==> src/rtl/lfm_pkg.sv <==
package lfm_pkg;

   // System clock rate
   localparam int unsigned CLK_HZ         = 25_000_000;
   localparam int unsigned CLK_PERIOD_NS  = 40;

   // Flash safety timeout, in milliseconds
   localparam int unsigned SAFETY_MS      = 820;
   localparam int unsigned SAFETY_CYC     = SAFETY_MS * (CLK_HZ / 1000);

   // Dimming PWM: 122 Hz, 6.3 % on time (in tenths of a percent)
   localparam int unsigned DIM_HZ         = 122;
   localparam int unsigned DIM_DUTY_PM    = 63;
   localparam int unsigned DIM_PERIOD_CYC = CLK_HZ / DIM_HZ;
   localparam int unsigned DIM_ON_CYC     = DIM_PERIOD_CYC * DIM_DUTY_PM / 1000;

   // Converter switching: 2 MHz
   localparam int unsigned SW_HZ          = 2_000_000;
   localparam int unsigned SW_PERIOD_CYC  = CLK_HZ / SW_HZ;

   // Soft-start reference ramp
   localparam int unsigned REF_W          = 8;
   localparam logic [7:0]  REF_FULL       = 8'hFF;
   localparam int unsigned REF_STEP_CYC   = 16;

   // Wishbone register map, byte addresses
   localparam logic [3:0]  ADDR_CTRL      = 4'h0;
   localparam logic [3:0]  ADDR_STAT      = 4'h4;
   localparam int unsigned CTRL_DIM_BIT   = 0;
   localparam int unsigned CTRL_OVT_BIT   = 1;
   localparam logic [1:0]  CTRL_RST       = 2'h0;

   // Mode select encoding {hi, lo}
   typedef enum logic [1:0]
   {
      LFM_SHUTDOWN = 2'b00,
      LFM_TORCH    = 2'b01,
      LFM_FLASH    = 2'b10,
      LFM_VOLTAGE  = 2'b11
   } lfm_mode_e;

   // Drive state presented to the analog stage
   typedef struct packed
   {
      logic       switching;
      logic       current_regulation;
      logic       voltage_regulation;
      logic       led_on;
      logic       flash_level;
      logic       led_hiz;
      logic [7:0] ref_level;
   } lfm_drive_s;

endpackage

==> src/rtl/lfm_ctrl.sv <==
`timescale 1ns/1ps
// What this block does
// RQ1 - Both mode selects low: power stage shut down, no regulation.
// RQ2 - Mode 01: LED on at torch level, current regulation.
// RQ3 - Mode 10: flash operation enabled, current regulation.
// RQ4 - Mode 11: LED off, voltage regulation to 5.0 V.
// RQ5 - Strobe high in flash mode drives flash level, no added latency.
// RQ6 - Each strobe rising edge starts an 820 ms safety timer.
// RQ7 - Timer stops on strobe fall or timeout, whichever first.
// RQ8 - After timeout stay at torch until strobe falls and rises again.
// RQ9 - Blanking input high drops flash to torch at once.
// RQ10 - Blanking neither pauses nor extends the safety timer.
// RQ11 - Low-light dimming gates torch current with a 122 Hz PWM.
// RQ12 - Dimming PWM on time is 6.3 percent.
// RQ13 - Dimming only in torch-only mode with strobe high.
// RQ14 - Host blinks the LED by toggling the dimmer enable bit.
// RQ15 - Leaving shutdown switches at once and ramps reference gently.
// RQ16 - Shutdown: no switching, transistors off, LED pin high impedance.
// RQ17 - Operating converter switches at constant 2 MHz; the code divides 25 MHz by 12, about 2.08 MHz.
// RQ18 - Blanking high forces torch operation; low runs normally.
// RQ19 - Thermal shutdown stays off until a shutdown phase is seen.
module lfm_ctrl #(
   parameter int unsigned SAFETY_CYC = lfm_pkg::SAFETY_CYC,
   parameter int unsigned DIM_PERIOD = lfm_pkg::DIM_PERIOD_CYC,
   parameter int unsigned DIM_ON     = lfm_pkg::DIM_ON_CYC
)(
   input  wire logic        clk_i,
   input  wire logic        rst_i,
   input  wire logic        ce_i,
   input  wire logic        op_select_lo_i,
   input  wire logic        op_select_hi_i,
   input  wire logic        flash_strobe_i,
   input  wire logic        tx_blank_in_i,
   input  wire logic        over_temp_i,
   input  wire logic        wb_cyc_i,
   input  wire logic        wb_stb_i,
   input  wire logic        wb_we_i,
   input  wire logic [3:0]  wb_adr_i,
   input  wire logic [3:0]  wb_sel_i,
   input  wire logic [31:0] wb_dat_i,
   output logic [31:0]      wb_dat_o,
   output logic             wb_ack_o,
   output lfm_pkg::lfm_drive_s drive_o,
   output logic             sw_clk_o
);
   // Pin inputs pass two flops before use
   logic [4:0] sync1_r;
   logic [4:0] sync2_r;

   always_ff @(posedge clk_i)
   begin
      if (rst_i)
      begin
         sync1_r <= 5'h00;
         sync2_r <= 5'h00;
      end
      else if (ce_i)
      begin
         sync1_r <= {over_temp_i, tx_blank_in_i, flash_strobe_i,
                     op_select_hi_i, op_select_lo_i};
         sync2_r <= sync1_r;
      end
   end

   lfm_pkg::lfm_mode_e mode;
   logic strobe;
   logic blank;
   logic hot;

   assign mode   = lfm_pkg::lfm_mode_e'(sync2_r[1:0]);
   assign strobe = sync2_r[2];
   assign blank  = sync2_r[3];
   assign hot    = sync2_r[4];

   // Control register: dimmer enable bit
   logic [1:0]  ctrl_r;
   logic        ovt_r;
   logic        ack_r;
   logic [31:0] rdat_r;
   logic        req;

   assign req      = wb_cyc_i & wb_stb_i & ~ack_r;
   assign wb_ack_o = ack_r;
   assign wb_dat_o = rdat_r;

   always_ff @(posedge clk_i)
   begin
      if (rst_i)
         ack_r <= 1'b0;
      else
         ack_r <= req;
   end

   always_ff @(posedge clk_i)
   begin
      if (rst_i)
         ctrl_r <= lfm_pkg::CTRL_RST;
      else if (req && wb_we_i && wb_sel_i[0] &&
               wb_adr_i == lfm_pkg::ADDR_CTRL)
         ctrl_r[lfm_pkg::CTRL_DIM_BIT] <= wb_dat_i[lfm_pkg::CTRL_DIM_BIT];
   end

   logic       led_act;
   logic       flash_lvl;
   logic       dim_gate;
   logic       flash_ok;

   always_ff @(posedge clk_i)
   begin
      if (rst_i)
         rdat_r <= 32'h0000_0000;
      else if (req && !wb_we_i)
      begin
         if (wb_adr_i == lfm_pkg::ADDR_CTRL)
            rdat_r <= {30'h0, ovt_r, ctrl_r[lfm_pkg::CTRL_DIM_BIT]};
         else if (wb_adr_i == lfm_pkg::ADDR_STAT)
            rdat_r <= {24'h0, ovt_r, dim_gate, flash_lvl, led_act,
                       blank, strobe, sync2_r[1:0]};
         else
            rdat_r <= 32'h0000_0000;
      end
   end

   // Thermal latch clears only when a shutdown phase is seen
   always_ff @(posedge clk_i)
   begin
      if (rst_i)
         ovt_r <= 1'b0;
      else if (ce_i)
      begin
         if (hot)
            ovt_r <= 1'b1; // RQ19
         else if (mode == lfm_pkg::LFM_SHUTDOWN)
            ovt_r <= 1'b0; // RQ19
      end
   end

   logic active;
   assign active = (mode != lfm_pkg::LFM_SHUTDOWN) & ~ovt_r;

   lfm_safety_timer #(
      .TIMEOUT_CYC (SAFETY_CYC)
   ) u_timer (
      .clk_i      (clk_i),
      .rst_i      (rst_i),
      .ce_i       (ce_i),
      .strobe_i   (strobe),
      .arm_i      (active && mode == lfm_pkg::LFM_FLASH),
      .flash_ok_o (flash_ok),
      .expired_o  ()
   );

   logic dim_run;
   // RQ13
   assign dim_run = active && mode == lfm_pkg::LFM_TORCH && strobe &&
                    ctrl_r[lfm_pkg::CTRL_DIM_BIT];

   lfm_dim_pwm #(
      .PERIOD_CYC (DIM_PERIOD),
      .ON_CYC     (DIM_ON)
   ) u_dim (
      .clk_i  (clk_i),
      .rst_i  (rst_i),
      .ce_i   (ce_i),
      .run_i  (dim_run),
      .gate_o (dim_gate)
   );

   // Flash level is combinational from synced pins, no extra latency
   // RQ5 RQ9 RQ18
   assign flash_lvl = active && mode == lfm_pkg::LFM_FLASH &&
                      flash_ok && !blank;

   always_comb
   begin
      led_act = 1'b0;
      if (active)
      begin
         unique case (mode)
            lfm_pkg::LFM_TORCH:   led_act = dim_run ? dim_gate : 1'b1; // RQ2
            lfm_pkg::LFM_FLASH:   led_act = 1'b1; // RQ3
            lfm_pkg::LFM_VOLTAGE: led_act = 1'b0; // RQ4
            lfm_pkg::LFM_SHUTDOWN: led_act = 1'b0; // RQ1
         endcase
      end
   end

   // Soft-start reference ramp, restarts from zero on each shutdown
   logic [7:0] ref_r;
   logic [3:0] step_r;

   always_ff @(posedge clk_i)
   begin
      if (rst_i || !active)
      begin
         ref_r  <= 8'h00;
         step_r <= 4'h0;
      end
      else if (ce_i && ref_r != lfm_pkg::REF_FULL)
      begin
         step_r <= step_r + 4'h1;
         if (step_r == 4'(lfm_pkg::REF_STEP_CYC - 1))
            ref_r <= ref_r + 8'h01; // RQ15
      end
   end

   // 2 MHz switching clock; 25/2 is not integral, period rounds to 12
   localparam int SWW = $clog2(lfm_pkg::SW_PERIOD_CYC);
   logic [SWW-1:0] sw_cnt_r;

   always_ff @(posedge clk_i)
   begin
      if (rst_i || !active)
         sw_cnt_r <= '0; // RQ16
      else if (ce_i)
      begin
         if (sw_cnt_r == SWW'(lfm_pkg::SW_PERIOD_CYC - 1))
            sw_cnt_r <= '0; // RQ17
         else
            sw_cnt_r <= sw_cnt_r + SWW'(1);
      end
   end

   assign sw_clk_o = active && (sw_cnt_r < SWW'(lfm_pkg::SW_PERIOD_CYC / 2));

   always_comb
   begin
      drive_o.switching          = active; // RQ15 RQ16
      drive_o.current_regulation = active && (mode == lfm_pkg::LFM_TORCH ||
                                   mode == lfm_pkg::LFM_FLASH);
      drive_o.voltage_regulation = active && mode == lfm_pkg::LFM_VOLTAGE;
      drive_o.led_on             = led_act;
      drive_o.flash_level        = flash_lvl;
      drive_o.led_hiz            = !active; // RQ16
      drive_o.ref_level          = ref_r;
   end

   a_shutdown_off : assert property ( // RQ1
      @(posedge clk_i) disable iff (rst_i)
      mode == lfm_pkg::LFM_SHUTDOWN |-> !drive_o.switching && drive_o.led_hiz
      && !sw_clk_o)
      else $error("activity in shutdown");
   a_volt_led_off : assert property ( // RQ4
      @(posedge clk_i) disable iff (rst_i)
      active && mode == lfm_pkg::LFM_VOLTAGE |-> drive_o.voltage_regulation
      && !drive_o.led_on)
      else $error("voltage mode with LED on");
   a_blank_torch : assert property ( // RQ9
      @(posedge clk_i) disable iff (rst_i)
      blank |-> !drive_o.flash_level)
      else $error("flash level while blanked");
   a_torch_no_flash : assert property ( // RQ2
      @(posedge clk_i) disable iff (rst_i)
      mode == lfm_pkg::LFM_TORCH && active && !dim_run |-> drive_o.led_on
      && !drive_o.flash_level && drive_o.current_regulation)
      else $error("torch mode wrong drive");
   a_dim_only_torch : assert property ( // RQ13
      @(posedge clk_i) disable iff (rst_i)
      mode != lfm_pkg::LFM_TORCH |-> !dim_run)
      else $error("dimming outside torch mode");
   a_thermal_hold : assert property ( // RQ19
      @(posedge clk_i) disable iff (rst_i)
      ovt_r && mode != lfm_pkg::LFM_SHUTDOWN |-> !drive_o.switching)
      else $error("running after thermal trip");
   a_hot_latch : assert property ( // RQ19
      @(posedge clk_i) disable iff (rst_i)
      ce_i && hot |=> ovt_r)
      else $error("thermal latch not set");
   a_flash_strobe : assert property ( // RQ5
      @(posedge clk_i) disable iff (rst_i)
      active && mode == lfm_pkg::LFM_FLASH && $rose(strobe) && !blank
      && ce_i |-> drive_o.flash_level)
      else $error("strobe rise without flash level");
   // Leaving operation right after phase zero is legal, so ask for active
   a_sw_period : assert property ( // RQ17
      @(posedge clk_i) disable iff (rst_i)
      ce_i && active && sw_cnt_r == '0 ##1 active |-> sw_clk_o)
      else $error("switch clock phase wrong");
   a_ref_start : assert property ( // RQ15
      @(posedge clk_i) disable iff (rst_i)
      $rose(active) |-> ref_r == 8'h00)
      else $error("reference not restarted");

   c_flash : cover property (@(posedge clk_i) drive_o.flash_level);
   c_blank : cover property (@(posedge clk_i)
      mode == lfm_pkg::LFM_FLASH && strobe && blank);
   c_dim   : cover property (@(posedge clk_i) dim_run && dim_gate);
   c_hot   : cover property (@(posedge clk_i) $fell(ovt_r));
endmodule

==> src/rtl/lfm_dim_pwm.sv <==
`timescale 1ns/1ps
module lfm_dim_pwm #(
   parameter int unsigned PERIOD_CYC = lfm_pkg::DIM_PERIOD_CYC,
   parameter int unsigned ON_CYC     = lfm_pkg::DIM_ON_CYC
)(
   input  wire logic clk_i,
   input  wire logic rst_i,
   input  wire logic ce_i,
   input  wire logic run_i,
   output logic      gate_o
);
   localparam int W = $clog2(PERIOD_CYC);

   logic [W-1:0] cnt_r;

   // Restart from phase zero so each blink begins with an on slot
   always_ff @(posedge clk_i)
   begin
      if (rst_i || !run_i)
         cnt_r <= '0;
      else if (ce_i)
      begin
         if (cnt_r == W'(PERIOD_CYC - 1))
            cnt_r <= '0; // RQ11
         else
            cnt_r <= cnt_r + W'(1);
      end
   end

   assign gate_o = run_i & (cnt_r < W'(ON_CYC)); // RQ12

   a_dim_duty : assert property ( // RQ12
      @(posedge clk_i) disable iff (rst_i)
      run_i && cnt_r == W'(ON_CYC) |-> !gate_o)
      else $error("dim gate on past duty window");
endmodule

==> src/rtl/lfm_safety_timer.sv <==
`timescale 1ns/1ps
module lfm_safety_timer #(
   parameter int unsigned TIMEOUT_CYC = lfm_pkg::SAFETY_CYC
)(
   input  wire logic clk_i,
   input  wire logic rst_i,
   input  wire logic ce_i,
   input  wire logic strobe_i,
   input  wire logic arm_i,
   output logic      flash_ok_o,
   output logic      expired_o
);
   localparam int W = $clog2(TIMEOUT_CYC + 1);

   logic [W-1:0] cnt_r;
   logic         run_r;
   logic         exp_r;
   logic         strobe_d_r;
   logic         rise;

   assign rise = strobe_i & ~strobe_d_r;

   always_ff @(posedge clk_i)
   begin
      if (rst_i)
         strobe_d_r <= 1'b0;
      else if (ce_i)
         strobe_d_r <= strobe_i;
   end

   // Blanking does not reach here, so masking never pauses the count
   always_ff @(posedge clk_i)
   begin
      if (rst_i || !arm_i)
      begin
         cnt_r <= '0;
         run_r <= 1'b0;
         exp_r <= 1'b0;
      end
      else if (ce_i)
      begin
         if (rise)
         begin
            cnt_r <= '0; // RQ6
            run_r <= 1'b1;
            exp_r <= 1'b0;
         end
         else if (!strobe_i)
         begin
            run_r <= 1'b0; // RQ7
            exp_r <= 1'b0; // RQ8
         end
         else if (run_r)
         begin
            if (cnt_r == W'(TIMEOUT_CYC - 1))
            begin
               run_r <= 1'b0; // RQ7
               exp_r <= 1'b1; // RQ8
            end
            else
               cnt_r <= cnt_r + W'(1); // RQ10
         end
      end
   end

   assign flash_ok_o = strobe_i & ~exp_r;
   assign expired_o  = exp_r;

   a_timeout_hold : assert property ( // RQ8
      @(posedge clk_i) disable iff (rst_i)
      exp_r && strobe_i && ce_i && arm_i && !rise |=> exp_r)
      else $error("expired flag dropped while strobe high");
endmodule

==> config.mk <==
export PLATFORM = sky130hd
export DESIGN_NAME = lfm_ctrl
export DESIGN_NICKNAME = d
export VERILOG_FILES = /design/src/rtl/lfm_pkg.sv /design/src/rtl/lfm_ctrl.sv /design/src/rtl/lfm_dim_pwm.sv /design/src/rtl/lfm_safety_timer.sv
export SDC_FILE = /design/constraint.sdc
export NUM_CORES = 1
export LEC_CHECK = 0
export ABC_CLOCK_PERIOD_IN_PS = 7050
export BUFFER_PORTS_ARGS = -buffer_cell sky130_fd_sc_hd__buf_2
export CORE_MARGIN = 2
export CORE_UTILIZATION = 35
export CTS_CLUSTER_DIAMETER = 200
export DETAILED_ROUTE_END_ITERATION = 16
export GPL_TIMING_DRIVEN = 0
export PLACE_DENSITY_LB_ADDON = 0.25
export REMOVE_ABC_BUFFERS = 1
export SYNTH_ARGS = -nofsm -noshare
export SYNTH_HDL_FRONTEND = slang
export SYNTH_SLANG_ARGS = --single-unit
==> constraint.sdc <==
create_clock -name clk_i -period 7.05 [get_ports clk_i]
set_clock_uncertainty 0.05 [all_clocks]
set_input_delay 1.0575 -clock clk_i [delete_from_list [all_inputs] [get_ports clk_i]]
set_output_delay 1.0575 -clock clk_i [all_outputs]
set_load 0.01 [all_outputs]
After elaboration in Yosys (flattened, before gate mapping)
Cells that the tools add are included.

word-level totals
  input port bits = 51
  register bits after elaboration = 107

operators by class
  reductions and logical operators = 34
  equality and inequality tests = 12
  multiplexer cells = 21
  add/subtract/negate cells = 5
  bitwise operators = 10
  order comparisons = 2

operators by type and width
  kind                                                   count
  two-way mux 25 bit                                     4
  adder 25 x 1 -> 25 bit, second input constant          1
  equality test 25 bit, second input constant            1
  adder 18 x 1 -> 18 bit, second input constant          1
  equality test 18 bit, second input constant            1
  < comparator 18 x 14 -> 1 bit, second input constant   1
  two-way mux 18 bit                                     1
  two-way mux 8 bit                                      2
  logical AND 1 bit                                      14
  two-way mux 1 bit                                      12
  adder 4 x 1 -> 4 bit, second input constant            2
  adder 8 x 1 -> 8 bit, second input constant            1
  equality test 4 bit, second input constant             2
  inequality test 8 bit, second input constant           1
  nonzero test 2 bit                                     4
  bitwise AND 1 bit                                      6
  inequality test 3 x 1 -> 1 bit, second input constant  2
  logical NOT 1 bit                                      5
  equality test 2 bit, second input constant             2
  equality test 4 x 3 -> 1 bit, second input constant    1
  logical NOT 4 bit                                      1
  logical OR 1 bit                                       4
  < comparator 4 x 3 -> 1 bit, second input constant     1
  two-way mux 4 bit                                      1
  other kinds (9)                                        13

Depth between registers and ports, before layout
Gate-level depths: netlist (run 1).

  word-level depth = 11
  mapped depth = 8

Hierarchy
From an unflattened synthesis (run 1), not the netlist that was laid out.

unflattened totals
  cells, all modules = 501
  area total of the unflattened synthesis = 4465.5 um^2

by module, submodules not included
  module            cells each  times used  area an instance (um^2)  seq. area each (um^2)
  lfm_ctrl          206         1           1886.8                   740.7
  lfm_safety_timer  182         1           1596.5                   560.5
  lfm_dim_pwm       113         1           982.2                    360.3

Worst setup path before layout (run 1)
OpenSTA, ideal clock, no wires.

  kind = register to output
  from = register u_dim.cnt_r[7]
  to = output port drive_o[10] (netlist bit)
  buffers on the path = 1
  stages on the path, launching flop included = 7
  path slack = 3971 ps
  data arrival time = 1972 ps
  cell sequence = dfxtp_1 > or4_1 > or4b_1 > o311ai_1 > and2b_1 > nor2_1 > buf_4

between the ends
  word-level cells in the longest chain between the ends = 5

RTL lines
  element                          RTL line           text
  start, declared                  lfm_dim_pwm.sv:14  logic [W-1:0] cnt_r;
  start signal, assigned           lfm_dim_pwm.sv:26  cnt_r <= cnt_r + W'(1);
  < comparator 18 x 14 -> 1 bit    lfm_dim_pwm.sv:30  assign gate_o = run_i & (cnt_r < W'(ON_CYC));
  bitwise AND 1 bit                lfm_dim_pwm.sv:30
  two-way mux 1 bit                lfm_ctrl.sv:180    lfm_pkg::LFM_TORCH: led_act = dim_run ? dim_gate : 1'b1;
  case mux 1 bit (3 select lines)  lfm_ctrl.sv:179    unique case (mode)
  two-way mux 1 bit                lfm_ctrl.sv:177    if (active)
  end, declared                    lfm_ctrl.sv:43     output lfm_pkg::lfm_drive_s drive_o,

No other way between the ends.

==> impl_metrics.toml, run 1 <==
[pwr]
power.internal_mw = 0.775
totalPowerFinal_mw = 0.978
p_switching_mw = 0.203
comb_power_share_pct = 3.5
power.density_nw_per_um2 = 216
leakagePower_nw = 1.69
p_sw_share_pct = 20.8
ir_drop_v = 0.000120
p_seq_share_pct = 48.6
p_clk_share_pct = 47.9

[cts]
clkSinkCount = 83
cts.clk_slew.worst_paths_ps = 60
postCtsHoldBufs = 0
cts_root_buf = "clkbuf_16"
insertion_delay_ps = 330
numCtsBuffers = 9
postCtsSetupBuffers = 0
clockBufferDepth = 2
post_cts_resized = 0
cts_tree = "done"
h-tree-depth = 3

[min_path]
min_path_type = "reg -> reg"
hold_path_end = "wb_dat_o[6]"
min_path_cells = 2
hold_start = "wb_dat_o[6]"

[detailed_routing]
routed_wirelength_mm = 8.21
wl_per_cell_um = 12.6
dr.pass1.iters = 4
antenna_left = 0
vias_per_cell = 5.00
via_count = 3248
drc = 0
drtIter0Drc = 155

[sta]
max_freq_mhz = 268
setup_tns_ps = 0
maxSlewHeadroom_pct = 45.5
finalHoldViolCount = 0
period_share_pct = 52.9
setup_viol = 0
slew_violations = 0
rsz0062_at_grt = "no"
period_needed_ps = 3730
tightest_slew_ps = 816

[cells_and_area]
fillers = 1134
antenna_cells = 0
areaGrowthSynthToFinish_pct = 12.4
drive_gt1_share_pct = 12.4
instances_no_fill = 650
nNetsFinal = 565

[die]
start_util_pct = 35.6
coreArea_um2 = 11300
io_pins = 99
die_w_um = 111
die_y_um = 111
rows = 39
die_area_um2 = 12400

[placed_design]
dp_hpwl_mm = 5.78
portBuffers = 40
gp_congestion = 0.806
dp_cells = 635

[logic_synthesis]
seq_area_frac_synth_pct = 41.2
synth_cell_types = 47
yosys-top-cells-area = "dfxtp_1, nor2_1, xor2_1"
async_reset_ff_share_pct = 0
netlist_area_um2 = 4030
ys_ff_latch = 83
synth_top_cell_area_share_pct = 41.2
yosys_most_used_dff = "dfxtp_1"
netlist.top_cell.by_area = "dfxtp_1"
synth_edf_count = 0
synth.avg_cell_area_um2 = 8.58
yosys-top-cells-count = "dfxtp_1, nor2_1, nand2_1, xor2_1, buf_4"
synth_most_common_cell = "dfxtp_1"
synthCells = 470
yosysWarnings = 0

[setup_path]
reg2reg_depth = 5
reg2reg_slack_ps = 4540
r2r-end = "u_dim.cnt_r[14]"
cp.arrival_ps = 2620
crit_path_start_kind = "register"
critPathRequiredTime_ps = 5940
crit-reg2reg-launch = "u_dim.cnt_r[7]"
crit_fanout = 5
startpoint = "u_dim.cnt_r[7]"
path_class = "reg -> out"
endpoint_kind = "output port"

[grt]
antenna_found_initial = 0
overflow = 0
grt_pass1_vias = 3036
grt_max_degree = 28
grt.total_usage_pct = 13.9
grt_first_pass_wirelength_mm = 14.3

[job]
cap_violations = 0

[outcome]
status = "complete, no violations"
placed cells by master (no fill, tap or decap), types with 9 or more instances in the layout:
| cell type | count |
|---|---|
| nor3_1 | 11 |
| dfxtp_1 | 83 |
| a21oi_1 | 16 |
| and3_1 | 9 |
| inv_1 | 9 |
| ha_1 | 11 |
| clkbuf_16 | 9 |
| o21ai_0 | 12 |
| conb_1 | 24 |
| nand4_1 | 22 |
| buf_2 | 40 |
| mux2i_1 | 15 |
| nand2_1 | 33 |
| or3_1 | 10 |
| xor2_1 | 31 |
| nor2_1 | 79 |
| nand3_1 | 18 |
| xnor2_1 | 10 |
cell type report:
class                      instances  area [um^2]  area share (%)
timing repair buffer              42          215            4.75
tap                              143          179            3.95
multi-input combinational        358         2150            47.4
sequential                        83         1660            36.7
clock buffer                      13          260            5.74
inverter                           9         33.8           0.745
clock inverter                     2         35.0           0.773
power by group through the flow:
stage / Combinational, mW / Sequential [mW] / Clock (mW)
floorplan: 0.0193 / 0.485 / 0
global route: 0.0382 / 0.475 / 0.505
finish: 0.0339 / 0.475 / 0.469
global placement: 0.0334 / 0.485 / 0
detailed placement: 0.0341 / 0.486 / 0
CTS: 0.0343 / 0.475 / 0.486
metrics by stage:
step	area [um^2]	worst slack [ps]	hold slack, ps	utilization, %
4_1_cts	4520	3310	414	39.9
5_1_grt	4530	3190	442	40.0
3_3_place_gp	4210	3180	396	37.2
2_1_floorplan	3830	4080	408	-
6_report	4530	3320	410	40.0
3_5_place_dp	4230	3160	407	37.3
flip-flops by register name, indices dropped and copies added (netlist names):
register / flops
u_timer.cnt_r: 25
u_timer.expired_o: 1
ovt_r: 1
step_r: 4
u_timer.strobe_d_r: 1
u_timer.run_r: 1
ref_r: 8
sync2_r: 5
sync1_r: 5
ctrl_r: 1
u_dim.cnt_r: 18
wb_ack_o: 1
wb_dat_o: 8
sw_cnt_r: 4
how the worst max path moves through the flow:
stage	endpoint	slack, ps	cells after the start
3_3_place_gp	u_timer.cnt_r[10]	3180	6
5_1_grt	drive_o[10]	3190	6
6_report	drive_o[10]	3320	6
4_1_cts	drive_o[10]	3310	6
2_1_floorplan	drive_o[10]	4080	5
3_5_place_dp	u_timer.cnt_r[10]	3160	6
routing by layer:
metal	vias up	global-route usage, %	part of all wire [%]
met1	1516	18.3	49
li1	1655	-	-
met5	-	0	0
met3	11	3.92	4.6
met2	66	21.3	45
met4	0	6.26	1.8
cell families after synthesis:
family                   after synthesis  share of synthesized area (%)
AO/OA/AOI/OAI                         48                           7.23
XOR/XNOR                              41                           8.90
adder cells (fa/ha/maj)               11                           3.41
buffers and inverters                 52                           7.97
flip-flops                            83                           41.2
multiplexers                          18                           4.56
other                                  1                         0.0930
AND/OR/NAND/NOR                      216                           26.6
critical path, cell delays in order, from the launching register on:
cell and delay [ps]:
dfxtp_1 350, or4_1 550, or4b_1 520, o311ai_1 470
and2b_1 220, nor2_1 50, buf_2 140
Note: power is estimated with default switching activity, not from simulation.
==> inputs of run 2 (changes only) <==
--- a/config.mk
+++ b/config.mk
@@ -5,7 +5,8 @@
 export SDC_FILE = /design/constraint.sdc
 export NUM_CORES = 1
 export LEC_CHECK = 0
-export ABC_CLOCK_PERIOD_IN_PS = 7050
+export ABC_AREA = 1
+export ABC_CLOCK_PERIOD_IN_PS = 3300
 export BUFFER_PORTS_ARGS = -buffer_cell sky130_fd_sc_hd__buf_2
 export CORE_MARGIN = 2
 export CORE_UTILIZATION = 35
==> constraint.sdc (replaced) <==
create_clock -name clk_i -period 3.3 [get_ports clk_i]
set_clock_uncertainty 0.05 [all_clocks]
set_input_delay 0.495 -clock clk_i [delete_from_list [all_inputs] [get_ports clk_i]]
set_output_delay 0.495 -clock clk_i [all_outputs]
set_load 0.01 [all_outputs]
==> run 2 against run 1 <==
Net effect: register-to-register slack got worse by 3900 ps; via count increased by 38%; core utilization increased by 0.17 points; synthesized cell count increased by 61%; sequential power increased by 110%; combinational power increased to 3.2 times the previous value; global-route usage increased by 1.4 points; sequential cell count unchanged.
==> impl_metrics.toml, run 2 <==
[logic_synthesis]
synth_adder_area_share_pct = 2.84
yosys_most_used_dff = "dfxtp_1"
yosys-top-cells-count = "nand2_1, nor2_1, dfxtp_1, inv_1, a21oi_1"
synth_top_cell_area_share_pct = 34.3
ys_ff_latch = 83
synth_cell_types = 38
netlist_area_um2 = 4840
synth_edf_count = 0
yosys.area_share.simple_pct = 38.3
async_reset_ff_share_pct = 0
synth-compound-area-share_pct = 10.3
seq_area_frac_synth_pct = 34.3
yosysWarnings = 0
yosys-top-cells-area = "dfxtp_1, nand2_1, nor2_1"
synth_xor_area_share_pct = 2.53
synth_mux_area_share_pct = 0
synth.avg_cell_area_um2 = 6.39
netlist.top_cell.by_area = "dfxtp_1"
synth_most_common_cell = "nand2_1"
synthCells = 757
synth_top_family_by_area = "simple AND/OR/NAND/NOR gates"

[cts]
post_cts_resized = 0
clkSinkCount = 83
cts_root_buf = "clkbuf_16"
h-tree-depth = 3
clockBufferDepth = 2
cts.clk_slew.worst_paths_ps = 70
numCtsBuffers = 9
postCtsSetupBuffers = 0
cts_tree = "done"
insertion_delay_ps = 350
postCtsHoldBufs = 0

[cells_and_area]
reg_top3 = "u_timer.cnt_r x25, u_dim.cnt_r x18"
instances_no_fill = 969
post-route-util_pct = 40.2
largest_reg_flops = 25
nNetsFinal = 850
drive_gt1_share_pct = 10.8
top_register = "u_timer.cnt_r"
areaGrowthSynthToFinish_pct = 10.9
layout_commonest_cell = "nand2_1"
antenna_cells = 0
layout_common_cells = "nand2_1, nor2_1, dfxtp_1"
final_area_um2 = 5370

[detailed_routing]
drc = 0
routed_wirelength_mm = 11.0
vias_per_cell = 4.62
wl_per_cell_um = 11.3
drtIter0Drc = 132
via_count = 4477
antenna_left = 0
dr.pass1.iters = 5

[grt]
grt_max_degree = 27
antenna_found_initial = 0
overflow = 0
grt.total_usage_pct = 15.3
grt_pass1_vias = 3936
grt_first_pass_wirelength_mm = 18.4

[placed_design]
dp_hpwl_mm = 7.96
dp_cells = 953
dp_slack_ps = 551
portBuffers = 40
dpl_cell_area_um2 = 5060
gp_congestion = 0.875

[setup_path]
cp.depth = 8
r2r-end = "u_timer.cnt_r[16]"
critPathMaxStageDelay_ps = 760
crit_chain = "inv_1 -> nor2_2 -> inv_1 -> nand3_1 -> nand2_1 -> nor2_2 -> nand2_1 -> a21oi_2"
reg2reg_slack_ps = 660
critPathTopFamily = "simple AND/OR/NAND/NOR gates"
cp.arrival_ps = 2850
cp_num_buf_inv = 2
critPathRequiredTime_ps = 3500
crit-reg2reg-launch = "sync2_r[2]"
cp_slowest_cell = "nor2_2"
reg2reg_depth = 8
endpoint_kind = "register"
crit_fanout = 25
crit_path_start_kind = "register"
path_class = "reg -> reg"

[sta]
max_freq_mhz = 378
rsz0062_at_grt = "no"
whs_ps = 319
slew_violations = 0
tightest_slew_ps = 999
finalHoldViolCount = 0
period_share_pct = 80.1
maxSlewHeadroom_pct = 33.3
setup_viol = 0
period_needed_ps = 2640
layout_setup_ws_ps = 656
setup_tns_ps = 0

[min_path]
hold_path_end = "sync1_r[1]"
min_path_cells = 3
hold_start = "op_select_hi_i"
min_path_type = "in -> reg"

[die]
io_pins = 99
die_y_um = 122
rows = 42
die_w_um = 122
start_util_pct = 36.2
coreArea_um2 = 13300
die_area_um2 = 14800

[pwr]
power.internal_mw = 1.64
p_clk_share_pct = 48.0
p_sw_share_pct = 24.5
leakagePower_nw = 1.97
totalPowerFinal_mw = 2.17
ir_drop_v = 0.000268
p_switching_mw = 0.531
p_seq_share_pct = 47.1
power.density_nw_per_um2 = 404
comb_power_share_pct = 5.0

[outcome]
status = "complete, no violations"

[job]
cap_violations = 0
## run 2: cell count changes in the layout (fill, tap and decap cells not counted), moves of 10 or more
cell     delta
xor2_1     -22
nand2_1   +179
mux2i_1    -15
inv_1      +61
a21oi_2    +12
a21oi_1    +25
nor2_1     +61
nor3_1     +10
nand3_1    +20
nand4_1    -13
## run 2: logic make-up after synthesis
family | Yosys count
flip-flops | 83
adder cells (fa/ha/maj) | 11
XOR/XNOR | 14
other | 1
buffers and inverters | 118
AND/OR/NAND/NOR | 445
AO/OA/AOI/OAI | 85
## run 2: per-layer routing
metal | up-vias | wire length [um] | share of wire [%] | track usage (%)
met2 | 73 | 4850 | 44 | 24.9
met4 | 0 | 82 | 0.75 | 3.23
met3 | 8 | 471 | 4.3 | 4.12
met1 | 1987 | 5570 | 51 | 20.5
li1 | 2409 | - | - | -
met5 | - | 0 | 0 | 0
## run 2: final cells by class
class | instances | area, um^2
well taps | 176 | 220
clock inverters | 6 | 73.8
clock buffers | 10 | 229
fillers | 1488 | 7980
flip-flops and latches | 83 | 1660
repair buffers | 40 | 200
inverters | 75 | 282
multi-input cells | 579 | 2700
## run 2: worst min-delay path: stages
cell	delay, ps
buf_2	80
nor2_1	30
nor2_1	80
## run 2: worst max-delay path by stage
stage                     slack [ps]                end        from
final                            660  u_timer.cnt_r[16]  sync2_r[2]
after global routing             270  u_timer.cnt_r[12]  sync2_r[2]
after CTS                        550  u_timer.cnt_r[16]  sync2_r[2]
after detailed placement         550  u_timer.cnt_r[17]  sync2_r[2]
after global placement           600   u_timer.cnt_r[1]  sync2_r[2]
after floorplan                 1180  u_timer.cnt_r[23]  sync2_r[0]
## run 2: power by group through the flow
| stage | registers (mW) | logic, mW | clock network, mW |
|---|---|---|---|
| after CTS | 1.02 | 0.110 | 1.07 |
| final | 1.02 | 0.108 | 1.04 |
| after global placement | 1.04 | 0.110 | 0 |
| after floorplan | 1.04 | 0.0691 | 0 |
| after global routing | 1.02 | 0.125 | 1.10 |
| after detailed placement | 1.04 | 0.110 | 0 |
==> inputs of run 3 (changes only) <==
--- a/config.mk
+++ b/config.mk
@@ -5,8 +5,8 @@
 export SDC_FILE = /design/constraint.sdc
 export NUM_CORES = 1
 export LEC_CHECK = 0
-export ABC_AREA = 1
-export ABC_CLOCK_PERIOD_IN_PS = 3300
+export ABC_AREA = 0
+export ABC_CLOCK_PERIOD_IN_PS = 2570
 export BUFFER_PORTS_ARGS = -buffer_cell sky130_fd_sc_hd__buf_2
 export CORE_MARGIN = 2
 export CORE_UTILIZATION = 35
==> constraint.sdc (replaced) <==
create_clock -name clk_i -period 2.57 [get_ports clk_i]
set_clock_uncertainty 0.05 [all_clocks]
set_input_delay 0.3855 -clock clk_i [delete_from_list [all_inputs] [get_ports clk_i]]
set_output_delay 0.3855 -clock clk_i [all_outputs]
set_load 0.01 [all_outputs]
==> run 3 against run 2 <==
Net effect: the flow now finishes with violations (negative setup slack); global-route usage fell by 1.3 points; die area fell by 16%; sequential share of layout area rose by 5.3 points; core utilization rose by 0.34 points.
==> impl_metrics.toml, run 3 (same netlist as run 1, synthesis figures left out) <==
[outcome]
status = "finished with violations"
violations = "negative setup slack"

[detailed_routing]
dr.pass1.iters = 4
antenna_left = 0
drc = 0
drtIter0Drc = 161
via_count = 3242
vias_per_cell = 4.99
wl_per_cell_um = 12.9
routed_wirelength_mm = 8.36

[cells_and_area]
largest_reg_flops = 25
fillers = 1132
final_area_um2 = 4590
nNetsFinal = 565
drive_gt1_share_pct = 13.8
post-route-util_pct = 40.6
antenna_cells = 0
areaGrowthSynthToFinish_pct = 13.8
top_register = "u_timer.cnt_r"
layout_commonest_cell = "dfxtp_1"
layout_common_cells = "dfxtp_1, nor2_1, buf_2"
reg_top3 = "u_timer.cnt_r x25, u_dim.cnt_r x18"
instances_no_fill = 650

[cts]
postCtsSetupBuffers = 0
cts.clk_slew.worst_paths_ps = 60
h-tree-depth = 3
numCtsBuffers = 9
cts_tree = "done"
cts_root_buf = "clkbuf_16"
postCtsHoldBufs = 0
insertion_delay_ps = 340
clockBufferDepth = 2
clkSinkCount = 83

[die]
io_pins = 99
rows = 39
die_y_um = 111
start_util_pct = 35.6
coreArea_um2 = 11300
die_w_um = 111
die_area_um2 = 12400

[pwr]
totalPowerFinal_mw = 2.69
ir_drop_v = 0.000330
power.density_nw_per_um2 = 586
leakagePower_nw = 1.74

[grt]
antenna_found_initial = 0
grt_first_pass_wirelength_mm = 14.4
grt.total_usage_pct = 14.0
grt_max_degree = 28
grt_pass1_vias = 3042
overflow = 0

[setup_path]
path_class = "reg -> out"
crit_path_start_kind = "register"
critPathRequiredTime_ps = 2130
endpoint_kind = "output port"
crit_fanout = 5
cp.arrival_ps = 2400

[sta]
max_freq_mhz = 353
tightest_slew_ps = 846
period_share_pct = 110
whs_ps = 233
maxSlewHeadroom_pct = 43.4
setup_viol = 1
layout_setup_ws_ps = -267
rsz0062_at_grt = "yes"
slew_violations = 0
setup_tns_ps = -267
finalHoldViolCount = 0
period_needed_ps = 2840

[placed_design]
portBuffers = 40
dpl_cell_area_um2 = 4230
dp_hpwl_mm = 5.78
gp_congestion = 0.806
dp_cells = 635
dp_slack_ps = -648

[min_path]
min_path_type = "in -> reg"

[job]
cap_violations = 0
-- run 3: cell types whose count changed in the layout (fill, tap and decap cells not counted), sizes merged, moves of 9 or more --
| cell | change |
|---|---|
| a21oi | -37 |
| and3 | +9 |
| inv | -65 |
| mux2i | +15 |
| nand2 | -185 |
| nand3 | -20 |
| nand4 | +13 |
| nor2 | -69 |
| or3 | +9 |
| xor2 | +22 |
-- run 3: final timing paths --
path	start	to	slack, ps	cells after the start
max	u_dim.cnt_r[7]	drive_o[10]	-270	6
min	op_select_hi_i	sync1_r[1]	230	3
min reg2reg	wb_dat_o[6]	wb_dat_o[6]	410	2
max reg2reg	u_dim.cnt_r[7]	u_dim.cnt_r[14]	330	5
-- run 3: critical path, stage by stage, from the launching register on --
cell,delay (ps)
dfxtp_2,340
or4_4,540
or4b_4,530
o311ai_4,280
and2b_1,190
nor2_1,40
buf_2,140
-- run 3: area by class of cell --
type / count / area [um^2] / share of cell area, %
clock buffers: 13 / 260 / 5.67
clock inverters: 2 / 35.0 / 0.763
inverters: 9 / 33.8 / 0.736
multi-input cells: 358 / 2200 / 48.0
flip-flops and latches: 83 / 1660 / 36.2
well taps: 143 / 179 / 3.90
repair buffers: 42 / 215 / 4.69
-- run 3: metal layers --
metal,vias to the layer above,share of wire [%],GRT usage (%)
met4,0,1.8,6.26
met2,75,45,21.5
li1,1651,-,-
met5,-,0,0
met3,13,5.2,3.92
met1,1503,48,18.5
-- run 3: power by group --
group | leakage [nW] | switching, mW | internal [mW]
Sequential | 0.670 | 0.00784 | 1.30
Clock | 0.146 | 0.491 | 0.799
Combinational | 0.921 | 0.0640 | 0.0312
-- run 3: repair_timing --
item / 4_1_cts / 5_1_grt
gates resized for setup: 9 / 4
pin swaps: 1 / 0
endpoints found under the setup margin: 13 / 24
